**config.mk**
```make
export PLATFORM = sky130hd
export DESIGN_NAME = dvs_limit_powergood_regs
export DESIGN_NICKNAME = d
export VERILOG_FILES = /design/src/inc/pg_regs_pkg.sv /design/src/rtl/dvs_limit_powergood_regs.sv
export SDC_FILE = /design/constraint.sdc
export NUM_CORES = 1
export LEC_CHECK = 0
export BUFFER_PORTS_ARGS = -buffer_cell sky130_fd_sc_hd__buf_2
export CORE_ASPECT_RATIO = 1.75
export CORE_MARGIN = 2
export CORE_UTILIZATION = 55
export DETAILED_ROUTE_END_ITERATION = 10
export GPL_ROUTABILITY_DRIVEN = 0
export GPL_TIMING_DRIVEN = 0
export HOLD_SLACK_MARGIN = 0.12
export PLACE_DENSITY = 0.73
export SLEW_MARGIN = 10
export SYNTH_ARGS = -nofsm -noshare
export SYNTH_HDL_FRONTEND = slang
export SYNTH_SLANG_ARGS = --single-unit
```
**constraint.sdc**
```tcl
create_clock -name core_clk_i -period 7.1 [get_ports core_clk_i]
set_input_delay 1.42 -clock core_clk_i [delete_from_list [all_inputs] [get_ports core_clk_i]]
set_output_delay 1.42 -clock core_clk_i [all_outputs]
set_load 0.1 [all_outputs]
```
**src/inc/pg_regs_pkg.sv**
```systemverilog
// Constants for the limit, transient and power-good register slice
package pg_regs_pkg;
    // ------------------------------------------------------------------
    // Register offsets
    // ------------------------------------------------------------------
    localparam logic [7:0] CH2_OUTPUT_CODE_ADDR        = 8'hd9;
    localparam logic [7:0] CH3_OUTPUT_CODE_ADDR        = 8'hda;
    localparam logic [7:0] CH2_OUTPUT_LIMITS_ADDR      = 8'hdd;
    localparam logic [7:0] CH3_OUTPUT_LIMITS_ADDR      = 8'hde;
    localparam logic [7:0] FAST_TRANSIENT_CONFIG_ADDR  = 8'hdf;
    localparam logic [7:0] POWER_GOOD_CONFIG_ADDR      = 8'he0;
    localparam logic [7:0] POWER_GOOD_LIVE_STATUS_ADDR = 8'he1;
    // ------------------------------------------------------------------
    // Reset values
    // ------------------------------------------------------------------
    localparam logic [7:0] OUTPUT_CODE_RST   = 8'h80;
    localparam logic [7:0] OUTPUT_LIMITS_RST = 8'h00;
    localparam logic [5:0] TRANSIENT_RST     = 6'h3f;
    localparam logic [7:0] GOOD_CONFIG_RST   = 8'h10;
    // ------------------------------------------------------------------
    // Field positions
    // ------------------------------------------------------------------
    localparam int UPPER_LIMIT_MSB  = 7;
    localparam int UPPER_LIMIT_LSB  = 4;
    localparam int LOWER_LIMIT_MSB  = 3;
    localparam int LOWER_LIMIT_LSB  = 0;
    localparam int TRANSIENT_MSB    = 5;
    localparam int GOOD_DELAY_BIT   = 4;
    localparam int GOOD_EXCLUDE_MSB = 2;
    // ------------------------------------------------------------------
    // Voltages in half-millivolt units
    // ------------------------------------------------------------------
    localparam logic [11:0] CODE_BASE_HMV   = 12'h330; // 408 mV
    localparam logic [11:0] CODE_STEP_HMV   = 12'h003; // 1.5 mV
    localparam logic [11:0] UPPER_OFS_HMV   = 12'h180; // 192 mV
    localparam logic [11:0] LOWER_OFS_HMV   = 12'h17d; // 190.5 mV
    localparam logic [11:0] LIMIT_STEP_HMV  = 12'h018; // 12 mV
    localparam logic [11:0] VREF_TRIM_HMV   = 12'h4b0; // 600 mV
    // ------------------------------------------------------------------
    // Timing
    // ------------------------------------------------------------------
    localparam int CLK_FREQ_KHZ   = 10000;
    localparam int TSET_X1_US     = 2600;
    localparam int TSET_X8_US     = 20800;
    localparam int TSET_X1_CYCLES = TSET_X1_US * CLK_FREQ_KHZ / 1000;
    localparam int TSET_X8_CYCLES = TSET_X8_US * CLK_FREQ_KHZ / 1000;
    localparam int DELAY_CNT_W    = 18;
endpackage

```
**src/rtl/dvs_limit_powergood_regs.sv**
```systemverilog
// Limit, fast-transient and power-good register slice
`timescale 1ns/1ps

// Overview of operation
// - Channel 2 upper-limit write ignored when its bound sits below the output.
// - Channel 2 lower-limit write ignored when its bound sits above the output.
// - Channel 2 upper bound equals trim reference plus 192 mV minus 12 mV/step.
// - Channel 2 lower bound equals trim reference minus 190.5 mV plus 12 mV/step.
// - Channel 3 upper-limit write ignored when its bound sits below the output.
// - Channel 3 lower-limit write ignored when its bound sits above the output.
// - Channel 3 upper bound equals trim reference plus 192 mV minus 12 mV/step.
// - Channel 3 lower bound equals trim reference minus 190.5 mV plus 12 mV/step.
// - Two-bit transient codes per channel select off or window and gain; reset 3.
// - Transient codes at [5:4],[3:2],[1:0]; config pin off forces all disabled.
// - Good pin is the AND of the per-channel good signals.
// - Exclude bits 2..0 reset 0; a set bit removes its channel from the pin.
// - Delay bit 4 resets 1; pin rises after 2.6 ms or 20.8 ms when set.
// - Live status bits 2..0 show each channel's good level in real time.
// - Channel output code write outside its limits is rejected; reset 0x80.
// - Output code maps to 408 mV plus 1.5 mV per step.
module dvs_limit_powergood_regs #(
    parameter int TSET_X1_CYCLES = pg_regs_pkg::TSET_X1_CYCLES,
    parameter int TSET_X8_CYCLES = pg_regs_pkg::TSET_X8_CYCLES
) (
    input  wire logic       core_clk_i,
    input  wire logic       rst_i,
    input  wire logic [7:0] reg_addr_i,
    input  wire logic [7:0] reg_wdata_i,
    input  wire logic       reg_wr_i,
    output logic      [7:0] reg_rdata_o,
    input  wire logic [2:0] ch_good_i,
    input  wire logic       transient_config_pin_i,
    input  wire logic       timer_scale_x8_i,
    output logic      [7:0] ch2_output_code_o,
    output logic      [7:0] ch3_output_code_o,
    output logic      [1:0] ch1_transient_sensitivity_o,
    output logic      [1:0] ch2_transient_sensitivity_o,
    output logic      [1:0] ch3_transient_sensitivity_o,
    output logic            aggregate_good_pin_o
);
    localparam int CW = pg_regs_pkg::DELAY_CNT_W;

    // ------------------------------------------------------------------
    // State
    // ------------------------------------------------------------------
    typedef struct packed {
        logic [7:0]    ch2_code;
        logic [7:0]    ch3_code;
        logic [7:0]    ch2_limits;
        logic [7:0]    ch3_limits;
        logic [5:0]    transient;
        logic          delay_en;
        logic [2:0]    exclude;
        logic [2:0]    good_meta;
        logic [2:0]    good_sync;
        logic          cfg_meta;
        logic          cfg_sync;
        logic [CW-1:0] delay_cnt;
        logic          pin;
        logic [5:0]    transient_eff;
        logic [7:0]    rdata;
    } state_t;

    state_t state_reg;
    state_t state_next;

    // ------------------------------------------------------------------
    // Voltage helpers
    // ------------------------------------------------------------------
    function automatic logic [11:0] code_hmv(input logic [7:0] code);
        code_hmv = pg_regs_pkg::CODE_BASE_HMV
                 + 12'(pg_regs_pkg::CODE_STEP_HMV * {4'h0, code});
    endfunction

    function automatic logic [11:0] upper_hmv(input logic [3:0] lim);
        upper_hmv = pg_regs_pkg::VREF_TRIM_HMV + pg_regs_pkg::UPPER_OFS_HMV
                  - 12'(pg_regs_pkg::LIMIT_STEP_HMV * {8'h00, lim});
    endfunction

    function automatic logic [11:0] lower_hmv(input logic [3:0] lim);
        lower_hmv = pg_regs_pkg::VREF_TRIM_HMV - pg_regs_pkg::LOWER_OFS_HMV
                  + 12'(pg_regs_pkg::LIMIT_STEP_HMV * {8'h00, lim});
    endfunction

    // New limit byte: each field taken only if it still covers the output
    function automatic logic [7:0] limit_update(input logic [7:0] old,
                                                input logic [7:0] wr,
                                                input logic [7:0] code);
        logic [7:0] res;
        res = old;
        if (upper_hmv(wr[7:4]) >= code_hmv(code)) begin
            res[7:4] = wr[7:4];
        end
        if (lower_hmv(wr[3:0]) <= code_hmv(code)) begin
            res[3:0] = wr[3:0];
        end
        limit_update = res;
    endfunction

    function automatic logic code_in_range(input logic [7:0] code,
                                           input logic [7:0] lim);
        code_in_range = (code_hmv(code) >= lower_hmv(lim[3:0]))
                     && (code_hmv(code) <= upper_hmv(lim[7:4]));
    endfunction

    logic          agg_good;
    logic [CW-1:0] delay_target;

    // ------------------------------------------------------------------
    // Next state
    // ------------------------------------------------------------------
    always_comb begin
        state_next = state_reg;
        // Two-stage synchronisers for pins
        state_next.good_meta = ch_good_i;
        state_next.good_sync = state_reg.good_meta;
        state_next.cfg_meta  = transient_config_pin_i;
        state_next.cfg_sync  = state_reg.cfg_meta;

        if (reg_wr_i) begin
            case (reg_addr_i)
                pg_regs_pkg::CH2_OUTPUT_CODE_ADDR: begin
                    if (code_in_range(reg_wdata_i, state_reg.ch2_limits)) begin
                        state_next.ch2_code = reg_wdata_i;
                    end
                end
                pg_regs_pkg::CH3_OUTPUT_CODE_ADDR: begin
                    if (code_in_range(reg_wdata_i, state_reg.ch3_limits)) begin
                        state_next.ch3_code = reg_wdata_i;
                    end
                end
                pg_regs_pkg::CH2_OUTPUT_LIMITS_ADDR: begin
                    state_next.ch2_limits = limit_update(state_reg.ch2_limits,
                        reg_wdata_i, state_reg.ch2_code);
                end
                pg_regs_pkg::CH3_OUTPUT_LIMITS_ADDR: begin
                    state_next.ch3_limits = limit_update(state_reg.ch3_limits,
                        reg_wdata_i, state_reg.ch3_code);
                end
                pg_regs_pkg::FAST_TRANSIENT_CONFIG_ADDR: begin
                    state_next.transient =
                        reg_wdata_i[pg_regs_pkg::TRANSIENT_MSB:0];
                end
                pg_regs_pkg::POWER_GOOD_CONFIG_ADDR: begin
                    state_next.delay_en =
                        reg_wdata_i[pg_regs_pkg::GOOD_DELAY_BIT];
                    state_next.exclude =
                        reg_wdata_i[pg_regs_pkg::GOOD_EXCLUDE_MSB:0];
                end
                default: begin
                end
            endcase
        end

        // Pin low forces every channel's transient code to disabled
        state_next.transient_eff = state_reg.cfg_sync
                                 ? state_reg.transient : 6'h00;

        // Good pin with optional assertion delay
        if (!agg_good) begin
            state_next.delay_cnt = '0;
            state_next.pin       = 1'b0;
        end else if (!state_reg.delay_en) begin
            state_next.pin = 1'b1;
        end else if (state_reg.delay_cnt >= delay_target) begin
            state_next.pin = 1'b1;
        end else begin
            state_next.delay_cnt = state_reg.delay_cnt + CW'(1);
        end

        // Registered read data, unmapped and reserved bits read zero
        case (reg_addr_i)
            pg_regs_pkg::CH2_OUTPUT_CODE_ADDR:
                state_next.rdata = state_reg.ch2_code;
            pg_regs_pkg::CH3_OUTPUT_CODE_ADDR:
                state_next.rdata = state_reg.ch3_code;
            pg_regs_pkg::CH2_OUTPUT_LIMITS_ADDR:
                state_next.rdata = state_reg.ch2_limits;
            pg_regs_pkg::CH3_OUTPUT_LIMITS_ADDR:
                state_next.rdata = state_reg.ch3_limits;
            pg_regs_pkg::FAST_TRANSIENT_CONFIG_ADDR:
                state_next.rdata = {2'h0, state_reg.transient};
            pg_regs_pkg::POWER_GOOD_CONFIG_ADDR:
                state_next.rdata = {3'h0, state_reg.delay_en, 1'b0,
                                    state_reg.exclude};
            pg_regs_pkg::POWER_GOOD_LIVE_STATUS_ADDR:
                state_next.rdata = {5'h00, state_reg.good_sync};
            default:
                state_next.rdata = 8'h00;
        endcase
    end

    // Excluded channels count as good
    assign agg_good = &(state_reg.good_sync | state_reg.exclude);
    assign delay_target = timer_scale_x8_i ? CW'(TSET_X8_CYCLES - 1)
                                           : CW'(TSET_X1_CYCLES - 1);

    // ------------------------------------------------------------------
    // Registers
    // ------------------------------------------------------------------
    always_ff @(posedge core_clk_i or posedge rst_i) begin
        if (rst_i) begin
            state_reg               <= '0;
            state_reg.ch2_code      <= pg_regs_pkg::OUTPUT_CODE_RST;
            state_reg.ch3_code      <= pg_regs_pkg::OUTPUT_CODE_RST;
            state_reg.ch2_limits    <= pg_regs_pkg::OUTPUT_LIMITS_RST;
            state_reg.ch3_limits    <= pg_regs_pkg::OUTPUT_LIMITS_RST;
            state_reg.transient     <= pg_regs_pkg::TRANSIENT_RST;
            state_reg.delay_en      <=
                pg_regs_pkg::GOOD_CONFIG_RST[pg_regs_pkg::GOOD_DELAY_BIT];
            state_reg.exclude       <=
                pg_regs_pkg::GOOD_CONFIG_RST[pg_regs_pkg::GOOD_EXCLUDE_MSB:0];
        end else begin
            state_reg <= state_next;
        end
    end

    // ------------------------------------------------------------------
    // Outputs
    // ------------------------------------------------------------------
    assign reg_rdata_o                 = state_reg.rdata;
    assign ch2_output_code_o           = state_reg.ch2_code;
    assign ch3_output_code_o           = state_reg.ch3_code;
    assign ch1_transient_sensitivity_o = state_reg.transient_eff[1:0];
    assign ch2_transient_sensitivity_o = state_reg.transient_eff[3:2];
    assign ch3_transient_sensitivity_o = state_reg.transient_eff[5:4];
    assign aggregate_good_pin_o        = state_reg.pin;
endmodule

```
==> run metrics <==
Finished Cell Area just over 9000 µm²; CORE AREA around 15000 µm²; antenna viol nets, final 0; RR Endpoint ch3_output_code_o[2]; Levels on crit path 15; first-pass GRT wire length 35500 µm; hold_buf cts 0; # nets final 1178; max-cap violations 0; # rows 60; CTS buffer count 9; Die Wd slightly below 100 µm; diode count 0; CTS H-Tree Depth 3; Yosys reg bits 83; number of antenna violations at the first check in global routing 0; final critical-path share of the clock period between 70% and 80%; final setup fails 0; worst-skew pair later-pin latency 350 ps; Starting Density between 50% and 60%; post-synthesis cell type count 76; vias in the first global route about 7000; CP max stage delay 730 ps; CP Cell Sequence buf_2, inv_1, ha_1, inv_1, ha_1, o21a_1, o21a_1, o21ai_0, nor3b_1, ha_1, nand4_1, or3_1, o211ai_1, o221ai_2, mux2_2; maximum vdd drop between 100 and 150 µV; unrepaired setup endpoints after global routing false; fmax roughly 0.18 GHz; Cells after DPL approximately 1200; Yosys top cell by area dfrtp_1; Final Power around 1.7 mW; Worst Hold Class register to register; HP Start state_next[33]; Critical-path top delay cell o221ai_2; post-synthesis net count around 1100; CP bufs+invs 3; Slew Viols, Final 0; P per Cell Area ~180 nW/µm²; CTS-repair resized insts 0; via/cell ratio about 6.1; critical path arrival ~5700 ps; final hold viol count 0; cells after synthesis between 900 and 1000; Vias between 7000 and 8000; clk_skew 6.40 ps; Crit. End Element register; leakage around 4.4 nW; Ports 55; clock slew at reported path FFs 70 ps; DRT Wirelength roughly 22000 µm; DIE AREA roughly 16000 µm²; reg-to-reg critical path startpoint state_reg[56]; Fill cells about 1300; failing checks DRC; critical path required time ~7300 ps; Layout Cells excl Fill about 1200; Hold Path Stages 0; max reg flops 48; clock root buffer clkbuf_16; Most Frequent Cell on Critical Path ha_1; setup ws final 1630 ps; drt wl/cell ~18 µm; Syn-to-layout area delta 9.84%; worst-path maximum fanout 8; max_slew headroom between 20% and 30%; Startpoint Class primary input; TNS Setup 0 ps; Post-Place Setup Slack between 1000 and 1500 ps; CTS tree yes; synth top area cells dfrtp_1 (22%), ha_1 (21%), a21oi_1 (3.3%); DRT iter0 DRCs about 340; Syn. warnings 0; FFs w/ async S/R, synth 100%; top_reg_cell synth dfrtp_1; Top Family by Delay on Critical Path compound AO/OA/AOI/OAI gates; port bufs between 50 and 60; sequential cell area fraction in the yosys report 24.7%; Post-synth EDFFs 0; Avg Cell Area, Syn ~9 µm²; grt ovf 0; worst-margin pin slew roughly 1200 ps; Die H between 150 and 200 µm; CTS sink cnt 83; Worst Hold Endpoint state_reg[33]; share of layout cells above drive strength 1 14.7%; Mapped Area around 8400 µm²; fin util 61.2%; largest net degree at the start of global routing 50; R2R setup slack around 2600 ps; FF-to-FF path depth 13; Synth top area share approximately 22%; setup bufs post-CTS 0; Min Hold Slack 359 ps; min Tclk post-route about 5500 ps; Final HPWL DP 17500 µm; DRC Markers 1; dpl cell area approximately 9000 µm²; DR pass1 iterations 10; gr usage total ~27%; Setup CP Type primary input to register; Max Buffers Root-to-Sink 2; status finished, violations left
area by class of cell:
type	count	area, µm²	area share (%)
multi-input cells	727	5770	62.2
flip-flops and latches	83	2090	22.5
plain buffers	52	317	3.41
repair buffers	55	298	3.21
inverters	73	277	2.98
well taps	186	233	2.51
clock buffers	9	225	2.43
clock inverters	7	72.6	0.782
logic make-up (layout without fill, tap and decap cells):
family,count (synthesis),in the layout,share of synthesized area (%)
flops,83,83,24.7
fa+ha+maj,153,153,23.6
xor+xnor,44,44,4.56
mux,41,41,5.11
buf+inv,125,196,6.99
compound gates,235,235,18.8
simple gates,254,254,16.2
cells in the mapped netlist, types with 12 or more instances:
cell      number
ha_1         142
dfrtp_1       74
inv_1         73
a21oi_1       55
nand2_1       48
nor2_1        48
o21ai_0       44
buf_4         30
xnor2_1       29
nand3_1       25
mux2i_1       24
clkbuf_1      19
nand4_1       19
nor3_1        18
mux2_2        17
xor2_1        15
a211oi_1      14
or3_1         14
a22oi_1       13
nand2b_1      13
a21o_1        12
nor2b_1       12
o211ai_1      12
o21a_1        12
worst max-delay path by stage:
stage | start | endpoint | slack, ps
6_report | reg_wdata_i[2] | ch3_output_code_o[2] | 1630
5_1_grt | reg_wdata_i[6] | ch3_output_code_o[2] | 1350
4_1_cts | reg_wdata_i[2] | ch3_output_code_o[2] | 1650
3_5_place_dp | reg_wdata_i[2] | ch3_output_code_o[2] | 1260
3_3_place_gp | reg_wdata_i[2] | ch3_output_code_o[2] | 1280
2_1_floorplan | reg_wdata_i[6] | ch3_output_code_o[2] | 2200
metal layers:
| metal | wire length, µm | part of all wire [%] | track usage (%) |
|---|---|---|---|
| met1 | 8160 | 37 | 29.7 |
| met5 | 0 | 0 | 0 |
| met2 | 11800 | 54 | 50.2 |
| met3 | 765 | 3.5 | 3.40 |
| met4 | 1160 | 5.3 | 13.4 |
report_power, final:
part	total (mW)	internal (mW)	switching (mW)
logic	0.699	0.275	0.424
registers	0.509	0.489	0.0194
clock network	0.470	0.247	0.223
total	1.68	1.01	0.666
cells in the final DEF, fill, tap and decap left out, types with 11 or more instances in the layout:
master and count:
a211oi_1 14, a21o_1 12, a21oi_1 55, a22oi_1 13, buf_2 55, buf_4 30
clkbuf_1 19, dfrtp_1 74, fa_1 11, ha_1 142, inv_1 72, mux2_2 17
mux2i_1 24, nand2_1 48, nand2b_1 13, nand3_1 25, nand4_1 19, nor2_1 48
nor2b_1 12, nor3_1 18, o211ai_1 12, o21a_1 12, o21ai_0 44, o22ai_1 11
or3_1 14, xnor2_1 29, xor2_1 15
worst reg2reg max path, cell delays in order, from the launching register on:
cell and delay (ps):
dfrtp_1 560, ha_1 280, fa_1 490, nand3b_1 200
o2111ai_1 220, a21o_1 220, a2111oi_0 420, o22ai_1 190
ha_1 340, nand4_1 80, or3_1 100, o211ai_1 90
o221ai_2 730, mux2_2 430
No activity file was read; power rests on OpenSTA's default activity.
